`src/sfce_consts.vh`:
```
`ifndef SFCE_CONSTS_VH
`define SFCE_CONSTS_VH

// instruction opcodes
`define SFCE_OP_READ        8'h03
`define SFCE_OP_FAST_READ   8'h0b
`define SFCE_OP_DUAL_READ   8'h3b
`define SFCE_OP_PAGE_PROG   8'h02
`define SFCE_OP_SECT_ERASE  8'h20
`define SFCE_OP_BLOCK_ERASE 8'hd8
`define SFCE_OP_CHIP_ERASE  8'hc7
`define SFCE_OP_POWER_DOWN  8'hb9
`define SFCE_OP_RELEASE_PD  8'hab
`define SFCE_OP_WRITE_EN    8'h06
`define SFCE_OP_WRITE_DIS   8'h04
`define SFCE_OP_READ_STATUS 8'h05

// erase kinds on the array port
`define SFCE_ERASE_SECTOR   2'h0
`define SFCE_ERASE_BLOCK    2'h1
`define SFCE_ERASE_CHIP     2'h2

// array geometry: byte address bits of the array, address bits on the link
`define SFCE_ARRAY_ABITS    20
`define SFCE_LINK_ABITS     24

// clock period and self-timed cycle times
`define SFCE_CLK_PERIOD_NS  4
`define SFCE_PROG_TIME_NS   1000000
`define SFCE_SECT_TIME_NS   10000000
`define SFCE_BLOCK_TIME_NS  100000000
`define SFCE_CHIP_TIME_NS   1000000000
`define SFCE_PD_TIME_NS     3000
`define SFCE_PD_CYCLES      ((`SFCE_PD_TIME_NS + `SFCE_CLK_PERIOD_NS - 1) / `SFCE_CLK_PERIOD_NS)

// fifo shape
`define SFCE_FIFO_WIDTH     8
`define SFCE_FIFO_DEPTH     16
`define SFCE_FIFO_AW        4

`endif

```
`src/sfce_engine.v`:
```
// How it works
// - normal read: 03h then 24-bit address
// - sample on rising edge, drive on falling, MSB first
// - address increments per byte until chip select rises
// - reads while busy are ignored
// - fast read 0Bh adds eight dummy clocks
// - dual read 3Bh outputs two bits per clock
// - page program 02h: address plus 1..256 bytes
// - page column wraps; unwritten bytes stay unchanged
// - program and erase need write enable latch set
// - execute only on byte-aligned chip select rise
// - busy during cycle, then clear busy and latch
// - protected region blocks program, sector, block erase
// - any protection blocks chip erase
// - sector erase 20h clears 4K sector
// - block erase D8h clears 64K block
// - chip erase C7h clears whole array
// - B9h enters power-down after entry delay
// - power-down ignores all but release
// - reset starts in normal operation
// - 06h alone sets write enable latch
// - status read accepted even while busy, but ignored in power-down
`timescale 1ns/1ps
`include "sfce_consts.vh"
`default_nettype none

module sfce_fifo #(
  parameter WIDTH = 8,
  parameter DEPTH = 16,
  parameter AW    = 4
) (
  // clock and reset
  input  wire             clk,
  input  wire             rst,
  input  wire             flush,
  // fill side
  input  wire [WIDTH-1:0] inData,
  input  wire             inValid,
  output wire             inReady,
  // drain side
  output wire [WIDTH-1:0] outData,
  output wire             outValid,
  input  wire             outReady
);
  reg [WIDTH-1:0] mem [0:DEPTH-1]; // storage words
  reg [AW-1:0]    wrPtr;           // next slot to fill
  reg [AW-1:0]    rdPtr;           // next slot to drain
  reg [AW:0]      count;           // words held
  wire            doPush;
  wire            doPop;

  assign inReady  = (count != DEPTH[AW:0]);
  assign outValid = (count != {(AW+1){1'b0}});
  assign outData  = mem[rdPtr];
  assign doPush   = inValid & inReady;
  assign doPop    = outReady & outValid;

  // storage has no reset, only pointers matter
  always @(posedge clk)
  begin
    if (doPush)
      mem[wrPtr] <= inData;
  end

  // pointers and fill count; flush drops everything at once
  always @(posedge clk or posedge rst)
  begin
    if (rst)
    begin
      wrPtr <= {AW{1'b0}};
      rdPtr <= {AW{1'b0}};
      count <= {(AW+1){1'b0}};
    end
    else if (flush)
    begin
      wrPtr <= {AW{1'b0}};
      rdPtr <= {AW{1'b0}};
      count <= {(AW+1){1'b0}};
    end
    else
    begin
      if (doPush)
        wrPtr <= wrPtr + {{(AW-1){1'b0}}, 1'b1};
      if (doPop)
        rdPtr <= rdPtr + {{(AW-1){1'b0}}, 1'b1};
      if (doPush & ~doPop)
        count <= count + {{AW{1'b0}}, 1'b1};
      else if (doPop & ~doPush)
        count <= count - {{AW{1'b0}}, 1'b1};
    end
  end
endmodule

module sfce_engine #(
  parameter [31:0] PROG_CYCLES  = `SFCE_PROG_TIME_NS / `SFCE_CLK_PERIOD_NS,
  parameter [31:0] SECT_CYCLES  = `SFCE_SECT_TIME_NS / `SFCE_CLK_PERIOD_NS,
  parameter [31:0] BLOCK_CYCLES = `SFCE_BLOCK_TIME_NS / `SFCE_CLK_PERIOD_NS,
  parameter [31:0] CHIP_CYCLES  = `SFCE_CHIP_TIME_NS / `SFCE_CLK_PERIOD_NS
) (
  // clock and reset
  input  wire        clk,
  input  wire        rst,
  // serial link pins
  input  wire        chipSelectN,
  input  wire        serialClock,
  input  wire        serialIoLineIn,
  output reg         serialIoLineOut,
  output reg         serialIoLineOe,
  output reg         dataOut,
  // protection settings and status
  input  wire [2:0]  blockProtectField,
  input  wire        topBottomSelect,
  output reg         busy,
  output reg         writeEnableLatch,
  output reg         powerDown,
  // array read port, data one cycle after request
  output reg         memRdEn,
  output reg  [23:0] memRdAddr,
  input  wire [7:0]  memRdData,
  // array program port, array ands the data into the cell
  output reg         memWrEn,
  output reg  [23:0] memWrAddr,
  output reg  [7:0]  memWrData,
  // array erase port
  output reg         memEraseEn,
  output reg  [23:0] memEraseAddr,
  output reg  [1:0]  memEraseKind
);
  // serial states, one-hot
  localparam [8:0] S_OPC  = 9'h001; // shifting opcode
  localparam [8:0] S_ADDR = 9'h002; // shifting address
  localparam [8:0] S_DUM  = 9'h004; // dummy clocks
  localparam [8:0] S_RD   = 9'h008; // streaming array data
  localparam [8:0] S_PROG = 9'h010; // taking program bytes
  localparam [8:0] S_STAT = 9'h020; // streaming status
  localparam [8:0] S_WAIT = 9'h040; // single byte done, expect deselect
  localparam [8:0] S_ADON = 9'h080; // erase address done, expect deselect
  localparam [8:0] S_IGN  = 9'h100; // discard until deselect
  // execution states, one-hot
  localparam [2:0] X_IDLE = 3'h1;
  localparam [2:0] X_WR   = 3'h2;   // pushing page buffer into the array
  localparam [2:0] X_TIME = 3'h4;   // self-timed wait
  // power-down entry count, rounded up to whole clocks, fits the 16-bit counter
  localparam [31:0] PD_LOAD = `SFCE_PD_CYCLES;

  // true when the address falls in the protected region
  function isProtected;
    input [23:0] a;
    input [2:0]  bp;
    input        tb;
    reg   [19:0] rel;
    begin
      rel = tb ? ~a[19:0] : a[19:0];
      // bottom region is the low end, top the high end; bp 7 covers all
      rel = ~rel;
      isProtected = (bp != 3'h0) && ((rel >> (`SFCE_ARRAY_ABITS - 7 + bp)) == 20'h00000);
    end
  endfunction

  // pin synchronisers and edge history
  reg        csS1, csS2, csS3;       // chip select
  reg        sckS1, sckS2, sckS3;    // serial clock
  reg        dinS1, dinS2;           // serial input
  wire       csAct   = ~csS2;
  wire       csRise  = csS2 & ~csS3;
  wire       riseEv  = csAct & sckS2 & ~sckS3;
  wire       fallEv  = csAct & ~sckS2 & sckS3;

  // serial side
  reg [8:0]  sState;                 // serial state
  reg [2:0]  bitCnt;                 // bit within byte
  reg [1:0]  byteIdx;                // address byte index
  reg [7:0]  shIn;                   // input shifter
  reg [7:0]  opc;                    // latched opcode
  reg [23:0] addr;                   // latched address
  reg [7:0]  col;                    // page column for program
  reg        progGot;                // at least one full program byte
  reg [7:0]  pageBuf [0:255];        // page buffer
  reg [255:0] pageMask;              // bytes written in this page
  wire [7:0] inByte = {shIn[6:0], dinS2};

  // output side
  reg [2:0]  outBit;                 // falls within current byte
  reg [7:0]  outSh;                  // output shifter
  wire       dual = (opc == `SFCE_OP_DUAL_READ);
  wire [7:0] statusByte = {2'h0, topBottomSelect, blockProtectField, writeEnableLatch, busy};

  // prefetch and fifo
  reg [23:0] rdAddr;                 // next array address to fetch
  reg        rdPush;                 // array data arrives this cycle
  wire       fifoInReady;
  wire [7:0] fifoData;
  wire       fifoValid;
  wire       inRead  = csAct & ((sState == S_RD) | (sState == S_DUM));
  wire       firstFall = fallEv & (outBit == 3'h0);
  wire       fifoPop = firstFall & (sState == S_RD);

  // execution side
  reg [2:0]  xState;
  reg [7:0]  wrIdx;                  // page buffer scan index
  reg [31:0] timer;                  // self-timed count
  reg [15:0] pdCnt;                  // power-down entry count
  reg        pdPending;

  // decisions taken at deselect
  wire atWait  = csRise & (sState == S_WAIT);
  wire doWren  = atWait & (opc == `SFCE_OP_WRITE_EN);
  wire doWrdi  = atWait & (opc == `SFCE_OP_WRITE_DIS);
  wire doChip  = atWait & (opc == `SFCE_OP_CHIP_ERASE) & writeEnableLatch
                 & (blockProtectField == 3'h0);
  wire doPd    = atWait & (opc == `SFCE_OP_POWER_DOWN);
  wire doRel   = atWait & (opc == `SFCE_OP_RELEASE_PD);
  wire regionOk = ~isProtected(addr, blockProtectField, topBottomSelect);
  wire doErase = csRise & (sState == S_ADON) & writeEnableLatch & regionOk;
  wire doProg  = csRise & (sState == S_PROG) & (bitCnt == 3'h0) & progGot
                 & writeEnableLatch & regionOk;

  sfce_fifo #(
    .WIDTH (`SFCE_FIFO_WIDTH),
    .DEPTH (`SFCE_FIFO_DEPTH),
    .AW    (`SFCE_FIFO_AW)
  ) readFifo (
    .clk      (clk),
    .rst      (rst),
    .flush    (~csAct),
    .inData   (memRdData),
    .inValid  (rdPush & inRead),
    .inReady  (fifoInReady),
    .outData  (fifoData),
    .outValid (fifoValid),
    .outReady (fifoPop)
  );

  // two flip-flops on every pin before any logic looks at it
  always @(posedge clk or posedge rst)
  begin
    if (rst)
    begin
      csS1  <= 1'b1;
      csS2  <= 1'b1;
      csS3  <= 1'b1;
      sckS1 <= 1'b0;
      sckS2 <= 1'b0;
      sckS3 <= 1'b0;
      dinS1 <= 1'b0;
      dinS2 <= 1'b0;
    end
    else
    begin
      csS1  <= chipSelectN;
      csS2  <= csS1;
      csS3  <= csS2;
      sckS1 <= serialClock;
      sckS2 <= sckS1;
      sckS3 <= sckS2;
      dinS1 <= serialIoLineIn;
      dinS2 <= dinS1;
    end
  end

  // instruction decoder, advanced on each rising link clock edge
  always @(posedge clk or posedge rst)
  begin
    if (rst)
    begin
      sState   <= S_OPC;
      bitCnt   <= 3'h0;
      byteIdx  <= 2'h0;
      shIn     <= 8'h00;
      opc      <= 8'h00;
      addr     <= 24'h000000;
      col      <= 8'h00;
      progGot  <= 1'b0;
      pageMask <= {256{1'b0}};
    end
    else if (!csAct)
    begin
      // deselect ends any instruction
      sState  <= S_OPC;
      bitCnt  <= 3'h0;
      byteIdx <= 2'h0;
    end
    else if (riseEv)
    begin
      bitCnt <= bitCnt + 3'h1;
      shIn   <= inByte;
      case (sState)
        S_OPC:
        begin
          if (bitCnt == 3'h7)
          begin
            opc <= inByte;
            if (powerDown)
              sState <= (inByte == `SFCE_OP_RELEASE_PD) ? S_WAIT : S_IGN;
            else if (busy)
              sState <= (inByte == `SFCE_OP_READ_STATUS) ? S_STAT : S_IGN;
            else if (inByte == `SFCE_OP_READ || inByte == `SFCE_OP_FAST_READ ||
                     inByte == `SFCE_OP_DUAL_READ || inByte == `SFCE_OP_PAGE_PROG ||
                     inByte == `SFCE_OP_SECT_ERASE || inByte == `SFCE_OP_BLOCK_ERASE)
              sState <= S_ADDR;
            else if (inByte == `SFCE_OP_READ_STATUS)
              sState <= S_STAT;
            else if (inByte == `SFCE_OP_WRITE_EN || inByte == `SFCE_OP_WRITE_DIS ||
                     inByte == `SFCE_OP_CHIP_ERASE || inByte == `SFCE_OP_POWER_DOWN ||
                     inByte == `SFCE_OP_RELEASE_PD)
              sState <= S_WAIT;
            else
              sState <= S_IGN;
            // a new program starts with a clean page; a refused one must not wipe a running scan
            if (inByte == `SFCE_OP_PAGE_PROG && !busy && !powerDown)
            begin
              pageMask <= {256{1'b0}};
              progGot  <= 1'b0;
            end
          end
        end
        S_ADDR:
        begin
          addr <= {addr[22:0], dinS2};
          if (bitCnt == 3'h7)
          begin
            byteIdx <= byteIdx + 2'h1;
            if (byteIdx == 2'h2)
            begin
              if (opc == `SFCE_OP_READ)
                sState <= S_RD;
              else if (opc == `SFCE_OP_PAGE_PROG)
                sState <= S_PROG;
              else if (opc == `SFCE_OP_SECT_ERASE || opc == `SFCE_OP_BLOCK_ERASE)
                sState <= S_ADON;
              else
                sState <= S_DUM;
              col <= addr[6:0] == 7'h00 ? {addr[6:0], dinS2} : {addr[6:0], dinS2};
            end
          end
        end
        S_DUM:
        begin
          // input value is a don't care here
          if (bitCnt == 3'h7)
            sState <= S_RD;
        end
        S_PROG:
        begin
          if (bitCnt == 3'h7)
          begin
            pageMask[col] <= 1'b1;
            col           <= col + 8'h01;
            progGot       <= 1'b1;
          end
        end
        S_WAIT, S_ADON:
          sState <= S_IGN;
        default:
          sState <= sState;
      endcase
    end
  end

  // page buffer takes each completed program byte at its wrapped column
  always @(posedge clk)
  begin
    if (riseEv && sState == S_PROG && bitCnt == 3'h7)
      pageBuf[col] <= inByte;
  end

  // output shifter, driven on each falling link clock edge
  always @(posedge clk or posedge rst)
  begin
    if (rst)
    begin
      dataOut         <= 1'b0;
      serialIoLineOut <= 1'b0;
      serialIoLineOe  <= 1'b0;
      outBit          <= 3'h0;
      outSh           <= 8'h00;
    end
    else if (!csAct)
    begin
      serialIoLineOe <= 1'b0;
      outBit         <= 3'h0;
    end
    else if (fallEv && (sState == S_RD || sState == S_STAT))
    begin
      if (sState == S_RD && dual)
      begin
        // two bits a fall: odd bit on output, even bit on io line
        serialIoLineOe <= 1'b1;
        outBit         <= (outBit == 3'h3) ? 3'h0 : outBit + 3'h1;
        if (outBit == 3'h0)
        begin
          dataOut         <= fifoData[7];
          serialIoLineOut <= fifoData[6];
          outSh           <= {fifoData[5:0], 2'h0};
        end
        else
        begin
          dataOut         <= outSh[7];
          serialIoLineOut <= outSh[6];
          outSh           <= {outSh[5:0], 2'h0};
        end
      end
      else
      begin
        outBit <= outBit + 3'h1;
        if (outBit == 3'h0)
        begin
          // status repeats for as long as clocks come
          dataOut <= (sState == S_STAT) ? statusByte[7] : fifoData[7];
          outSh   <= (sState == S_STAT) ? {statusByte[6:0], 1'b0} : {fifoData[6:0], 1'b0};
        end
        else
        begin
          dataOut <= outSh[7];
          outSh   <= {outSh[6:0], 1'b0};
        end
      end
    end
  end

  // prefetch: one request in flight, stalled by a full fifo
  always @(posedge clk or posedge rst)
  begin
    if (rst)
    begin
      rdAddr    <= 24'h000000;
      memRdEn   <= 1'b0;
      memRdAddr <= 24'h000000;
      rdPush    <= 1'b0;
    end
    else
    begin
      rdPush  <= memRdEn;
      memRdEn <= 1'b0;
      // the last address bit lands in addr on this same edge, so take it from the pin here
      if (!inRead)
        rdAddr <= {addr[22:0], dinS2};
      else if (fifoInReady && !memRdEn && !rdPush)
      begin
        memRdEn   <= 1'b1;
        memRdAddr <= rdAddr;
        rdAddr    <= rdAddr + 24'h000001;
      end
    end
  end

  // self-timed program and erase cycles, latch and power-down state
  always @(posedge clk or posedge rst)
  begin
    if (rst)
    begin
      xState           <= X_IDLE;
      busy             <= 1'b0;
      writeEnableLatch <= 1'b0;
      powerDown        <= 1'b0;
      pdPending        <= 1'b0;
      pdCnt            <= 16'h0000;
      wrIdx            <= 8'h00;
      timer            <= 32'h00000000;
      memWrEn          <= 1'b0;
      memWrAddr        <= 24'h000000;
      memWrData        <= 8'h00;
      memEraseEn       <= 1'b0;
      memEraseAddr     <= 24'h000000;
      memEraseKind     <= `SFCE_ERASE_SECTOR;
    end
    else
    begin
      memWrEn    <= 1'b0;
      memEraseEn <= 1'b0;
      // power-down entry delay
      if (pdPending)
      begin
        pdCnt <= pdCnt - 16'h0001;
        if (pdCnt == 16'h0001)
        begin
          pdPending <= 1'b0;
          powerDown <= 1'b1;
        end
      end
      case (xState)
        X_IDLE:
        begin
          if (doWren)
            writeEnableLatch <= 1'b1;
          else if (doWrdi)
            writeEnableLatch <= 1'b0;
          if (doRel)
            powerDown <= 1'b0;
          if (doPd)
          begin
            pdPending <= 1'b1;
            pdCnt     <= PD_LOAD[15:0];
          end
          if (doProg)
          begin
            busy   <= 1'b1;
            wrIdx  <= 8'h00;
            xState <= X_WR;
          end
          else if (doErase || doChip)
          begin
            busy         <= 1'b1;
            memEraseEn   <= 1'b1;
            memEraseAddr <= addr;
            xState       <= X_TIME;
            if (doChip)
            begin
              memEraseKind <= `SFCE_ERASE_CHIP;
              timer        <= CHIP_CYCLES;
            end
            else if (opc == `SFCE_OP_SECT_ERASE)
            begin
              memEraseKind <= `SFCE_ERASE_SECTOR;
              timer        <= SECT_CYCLES;
            end
            else
            begin
              memEraseKind <= `SFCE_ERASE_BLOCK;
              timer        <= BLOCK_CYCLES;
            end
          end
        end
        X_WR:
        begin
          // only bytes sent by the host touch the array
          if (pageMask[wrIdx])
          begin
            memWrEn   <= 1'b1;
            memWrAddr <= {addr[23:8], wrIdx};
            memWrData <= pageBuf[wrIdx];
          end
          wrIdx <= wrIdx + 8'h01;
          if (wrIdx == 8'hff)
          begin
            timer  <= PROG_CYCLES;
            xState <= X_TIME;
          end
        end
        X_TIME:
        begin
          timer <= timer - 32'h00000001;
          if (timer <= 32'h00000001)
          begin
            busy             <= 1'b0;
            writeEnableLatch <= 1'b0;
            xState           <= X_IDLE;
          end
        end
        default:
          xState <= X_IDLE;
      endcase
    end
  end
endmodule

`default_nettype wire

```
`config.mk`:
```
export PLATFORM = sky130hd
export DESIGN_NAME = sfce_engine
export DESIGN_NICKNAME = d
export VERILOG_FILES = /design/src/sfce_engine.v
export VERILOG_INCLUDE_DIRS = /design/src
export SDC_FILE = /design/constraint.sdc
export NUM_CORES = 2
export LEC_CHECK = 0
export BUFFER_PORTS_ARGS = -buffer_cell sky130_fd_sc_hd__buf_2
export CAP_MARGIN = 25
export CORE_ASPECT_RATIO = 0.9
export CORE_MARGIN = 2
export CORE_UTILIZATION = 35
export DETAILED_ROUTE_END_ITERATION = 8
export PLACE_DENSITY_LB_ADDON = 0.15
export SLEW_MARGIN = 0
export SYNTH_ARGS = -nofsm -noshare
export SYNTH_HDL_FRONTEND = slang
export SYNTH_SLANG_ARGS = --single-unit
```
`constraint.sdc`:
```
create_clock -name clk -period 25.7 [get_ports clk]
set_input_delay 2.57 -clock clk [delete_from_list [all_inputs] [get_ports clk]]
set_output_delay 2.57 -clock clk [all_outputs]
set_load 0.02 [all_outputs]
```
# --- Yosys cells after proc, flatten, opt, wreduce, memory -nomap -nowiden ---
# Memory sizes are Yosys's and may differ from the RTL's. A register that Yosys moved wholly into a read port is not among the register bits.
# Cells that the tools add are included.
word_totals:
  mem_bits_rw: 2176
  wordCells: 333
  n_memories: 2
  in_bits: 17
  register_bits: 518
  out_inout_bits: 91
op_classes:
  n_eq_ne: 56
  n_lt_le_gt_ge: 4
  reduce_logical: 65
  bitwise: 41
  add_sub_neg: 13
  mux: 109
  shifts: 1
mem_list:
  columns: ["name", "words", "word_bits", "rd", "rd_clocked_by_memory_dff", "write_ports", "line", "text"]
  rows:
  - ["pageBuf", 256, 8, 1, 1, 1, "sfce_engine.v:178", "reg [7:0] pageBuf [0:255];"]
  - ["readFifo.mem", 16, 8, 1, 0, 1, "sfce_engine.v:45", "reg [WIDTH-1:0] mem [0:DEPTH-1];"]
op_table:
  columns: ["cell", "n"]
  rows:
  - ["256-bit two-way mux", 3]
  - ["256-bit case mux with 2 select lines", 1]
  - ["256-bit bitwise OR", 1]
  - ["9-bit two-way mux", 13]
  - ["32-bit two-way mux", 3]
  - ["32-bit case mux with 3 select lines", 1]
  - ["8-bit two-way mux", 11]
  - ["8-bit == test, second input constant", 9]
  - ["16-bit two-way mux", 3]
  - ["24-bit two-way mux", 2]
  - ["8-bit by 3-bit == test with 1-bit output, second input constant", 5]
  - ["20-bit inverter", 2]
  - ["1-bit two-way mux", 38]
  - ["9-bit case mux with 4 select lines", 1]
  - ["8-bit by 2-bit == test with 1-bit output, second input constant", 4]
  - ["8-bit by 6-bit == test with 1-bit output, second input constant", 4]
  - ["32-bit by 1-bit <= comparator with 1-bit output, second input constant", 1]
  - ["8-bit case mux with 2 select lines", 2]
  - ["32-bit by 1-bit subtractor with 32-bit output, second input constant", 1]
  - ["3-bit two-way mux", 10]
  - ["1-bit AND", 29]
  - ["28-bit two-way mux", 1]
  - ["25-bit two-way mux", 1]
  - ["24-bit by 1-bit adder with 24-bit output, second input constant", 1]
  - ["other kinds (53)", 142]

# --- Longest topological paths before layout ---
logic_depth:
  ltp_word: 14
  depth_mapped: 16
  ltp_nobuf: 13

# --- Hierarchy ---
# From an unflattened synthesis, not the netlist that was laid out.
hier_totals:
  cells_unflattened: 6206
  hier_area_um2: 109143.4
by_module_without_submodules:
  columns: ["mod", "seq_area_each_um2", "cells_each", "area_each_um2", "instances"]
  rows:
  - ["sfce_engine", 74317.5, 5912, 103217.7, 1]
  - ["sfce_fifo", 4169.0, 294, 5925.7, 1]

# --- Least setup slack after synthesis ---
# Ideal clock, no wire load.
synth_path:
  path_kind: "register -> register"
  start: "register shIn[0]"
  end: "register pageMask[139]"
  setup_ns: 0.072
  slack_ns: 20.262
  path_stages_with_launch: 12
  required_time_ns: 25.628
  period_less_slack_ns: 5.438
  t_arrival_ns: 5.366
  path_buffers: 4
  cell_sequence: "dfrtp_1 clkbuf_1 nand2b_1 nor4b_1 nand3_1 a21oi_1 clkbuf_1 and3_1 clkbuf_1 clkbuf_1 a21oi_1 nor2_1"
synth_between:
  elab_chain_cells: 5
synth_lines:
  columns: ["element", "line", "text"]
  rows:
  - ["start: declaration", "sfce_engine.v:173", "reg [7:0] shIn;"]
  - ["start signal: assignment", "sfce_engine.v:286", "shIn <= inByte;"]
  - ["8-bit by 2-bit == test with 1-bit output (no line)", null, null]
  - ["1-bit logical AND (2 in series)", "sfce_engine.v:310", "if (inByte == `SFCE_OP_PAGE_PROG && !busy && !powerDown)"]
  - ["2-bit inequality test (no line)", null, null]
  - ["6-bit AND reduction (no line)", null, null]
  - ["end signal: assignment", "sfce_engine.v:274", "pageMask <= {256{1'b0}};"]
  - ["end signal: assignment", "sfce_engine.v:312", "pageMask <= {256{1'b0}};"]
  - ["end: declaration", "sfce_engine.v:179", "reg [255:0] pageMask;"]
# Every way passes these cells.
# A chain may end at the register's enable or synchronous reset.

# --- Worst setup path after layout ---
layout_path:
  start: "register wrIdx[0]"
  end: "register memWrData[5], read port of pageBuf"
layout_between:
  elab_chain_cells: 3
layout_lines:
  columns: ["element", "line", "text"]
  rows:
  - ["start: declaration", "sfce_engine.v:200", "reg [7:0] wrIdx;"]
  - ["start signal: assignment", "sfce_engine.v:533", "wrIdx <= wrIdx + 8'h01;"]
  - ["1-bit binary-select mux with 8-bit select", "sfce_engine.v:527", "if (pageMask[wrIdx])"]
  - ["1-bit two-way mux (not written as such)", "sfce_engine.v:527", null]
  - ["2-bit AND reduction (no line)", null, null]
  - ["end: declaration", "sfce_engine.v:123", "output reg [7:0] memWrData,"]
# Parallel ways exist; a longest one is shown, timed or not. The select of a mux whose other input is x is not followed.

==> results.yml <==
run_status:
  status: "complete, no violations"
power_and_ir_drop:
  leakage_nw: 44.5
  clock_power_share_pct: 42.9
  p_switching_w: 0.00214
  peakVddDrop_uv: 82.2
  intPower_w: 0.00750
  p_per_area_nw_per_um2: 78.3
  combPwrFrac_pct: 3.7
  total_power_w: 0.00965
  pwr-share-seq_pct: 53.4
  swShare_pct: 22.2
setup_path:
  crit_path_start_kind: "flop"
  cp-endpoint: "memWrData[5]"
  r2r-end: "memWrData[5]"
  reg2reg_from: "wrIdx[0]"
  crit_arrival_ns: 6.95
  ff2ff_setup_slack_ns: 19.49
  crit_type: "flop to flop"
  reg2reg_depth: 10
  cp.required_ns: 26.44
  cp_max_fo: 99
  startpoint: "wrIdx[0]"
  crit_path_end_kind: "flop"
synthesis:
  synth_top_area_share_pct: 60.1
  synth_largest_area_cell: "edfxtp_1"
  synthTopCellsByArea: "edfxtp_1, dfrtp_1, mux4_2"
  synth_edf_count: 2176
  ys_ff_latch: 2701
  synth_compound_area_share_pct: 5.43
  syn-cell-area_um2: 109000
  async_flop_share_pct: 19.4
  syn_nets: 6350
  synth_mux_area_share_pct: 14.4
  synthSimpleGateAreaFrac_pct: 5.01
  synthAdderAreaFrac_pct: 0.295
  synth_warnings: 0
  syn_inst: 6308
  synth_cell_types: 82
  seq_area_frac_synth_pct: 72.2
  synth_top_family_by_area: "multiplexers"
  synthFlopType: "edfxtp_1"
  syn_area_per_cell_um2: 17.2
  yosys.area_share.xor_xnor_pct: 0.427
clock_network:
  clk_pin_slew_ns: 0.06
  ctsHoldBuffers: 0
  numClockSinks: 2701
  worstSkewPairLatency_ns: 0.88
  htree_levels: 5
  clockBufferDepth: 4
  cts_resized: 0
  postCtsSetupRepairBufs: 0
  cts_inserted_buffers: 292
  root_buffer: "clkbuf_16"
  cts_tree: "done"
floorplan:
  core_area_um2: 310000
  die_h_um: 533
  dieArea_um2: 315000
  start_util_pct: 35.1
  rows: 194
  io_pins: 108
  die_w_um: 592
detailed_routing:
  via_count: 59900
  drt_wl_total_mm: 321
  detail_route.first_pass.iterations: 6
  via_per_inst: 5.54
  drt_iter0_drc: 6100
  final_antenna_net_count: 0
  routedWlPerCell_um: 29.7
  route.detailed.drc: 0
global_route:
  antenna_found_initial: 21
  use_met1_pct: 29.1
  gr-usage-all-layers_pct: 20.1
  grt_use_met2_pct: 31.2
  met3_usage_pct: 3.35
  grt_max_degree: 257
  top_usage_layer: "met2"
  grt_pass1_vias: 60000
  grt_pass1_wl_mm: 457
  globalRouteOverflowTotal: 0
sta:
  slew_violations: 0
  fin_tns_setup_ns: 0
  skew_ns: 0.0605
  setup_viol: 0
  final.min_clock_period_ns: 6.21
  finalCritPeriodShare_pct: 24.2
  max_clock_freq_mhz: 161
  relSlewSlack_pct: 1.62
  rsz0062_at_grt: "no"
  finalHoldViolCount: 0
  tightest_slew_ns: 1.48
layout:
  final_cell_mix: "edfxtp_1, nor2_1, mux4_2, dfrtp_1, a21oi_1"
  final_nets: 6507
  layout_commonest_cell: "edfxtp_1"
  drive_above_1_share_pct: 20.6
  area_delta_synth_final_pct: 13.3
run:
  maxCapViolCount: 0
place:
  gp_congestion: 0.793
  dpl.hpwl_mm: 186
  io_buffers: 107
min_path:
  hold_class: "flop to flop"
[flip-flops by register name, summed over array words and instances (netlist names), 7 cells and up]
name          count
memWrAddr        24
addr             24
col               8
readFifo.mem    128
memWrData         8
pdCnt            16
pageMask        256
timer            32
pageBuf        2048
wrIdx             8
memEraseAddr     24
opc               8
rdAddr           24
outSh             7
sState            9
shIn              7
memRdAddr        24
[power groups by stage]
| stage | combinational (W) | clock (W) | sequential (W) |
|---|---|---|---|
| floorplan | 0.0000411 | 0 | 0.00538 |
| global placement | 0.000339 | 0 | 0.00524 |
| detailed placement | 0.000361 | 0 | 0.00524 |
| CTS | 0.000360 | 0.00423 | 0.00515 |
| global route | 0.000392 | 0.00440 | 0.00516 |
| finish | 0.000357 | 0.00414 | 0.00515 |
[synth_stat cells (28+ instances only)]
cell type,n
inv_1,55
clkbuf_1,254
a221oi_1,29
buf_2,34
a211oi_1,56
a22o_1,32
a21oi_1,369
mux4_2,505
a31oi_1,39
and2_1,33
nor3_1,45
o22ai_1,59
nand4_1,28
buf_4,35
buf_1,30
dfrtp_1,520
mux2i_1,256
buf_6,47
o221ai_1,56
and3_1,28
nand3_1,61
nor2_1,651
a22oi_1,80
mux2_2,129
edfxtp_1,2176
o21ai_0,88
nand2_1,254
[worst max-delay path, cell delays in order, from the launching register on]
cell	delay, ns
dfrtp_4	0.71
buf_12	0.63
buf_4	0.67
buf_4	0.72
buf_4	0.71
mux4_2	0.61
a22o_1	0.24
a211oi_1	0.54
nor3_1	0.22
or4_1	0.55
mux2_2	0.28
[area by class of cell]
class                      instances  area [um2]
antenna                            9        22.5
tap                             4116        5150
sequential                      2701       78500
inverter                          56         220
clock inverter                   121        1200
clock buffer                     393        8010
fill                           28300      186000
multi-input combinational       3140       28000
timing repair buffer             274        2070
[kinds of logic (layout without fill, tap and decap cells)]
logic type,count (synthesis),count (layout)
XOR/XNOR,53,53
flip-flops,2701,2701
AO/OA/AOI/OAI,922,922
adder cells (fa/ha/maj),25,25
multiplexers,904,904
other,0,9
buffers and inverters,467,844
AND/OR/NAND/NOR,1236,1236
[metal layers]
| layer | share of wire [%] | wire, um |
|---|---|---|
| met1 | 45 | 143000 |
| met2 | 46 | 148000 |
| met3 | 6.5 | 20700 |
| met4 | 2.9 | 9230 |
| met5 | 0.022 | 69 |
[worst min path at each step]
| stage | end | start | slack [ns] | depth (start not counted) |
|---|---|---|---|---|
| after floorplan | dinS2 | dinS1 | 0.33 | 0 |
| after global placement | csS2 | csS1 | 0.35 | 0 |
| after detailed placement | csS2 | csS1 | 0.35 | 0 |
| after CTS | csS2 | csS1 | 0.36 | 0 |
| after global routing | csS2 | csS1 | 0.36 | 0 |
| final | csS2 | csS1 | 0.36 | 0 |
[stage by stage]
step / setup slack [ns] / std cells / utilization, % / hold WS [ns] / cell area, um2
after global placement: 19.30 / 10300 / 36.7 / 0.347 / 114000
after floorplan: 8.47 / 6308 / - / 0.331 / 109000
after detailed placement: 19.34 / 10300 / 36.7 / 0.347 / 114000
after CTS: 19.29 / 10800 / 39.7 / 0.356 / 123000
final: 19.49 / 10800 / 39.8 / 0.355 / 123000
after global routing: 19.07 / 10800 / 39.8 / 0.361 / 123000
(Power assumes the default switching activity.)
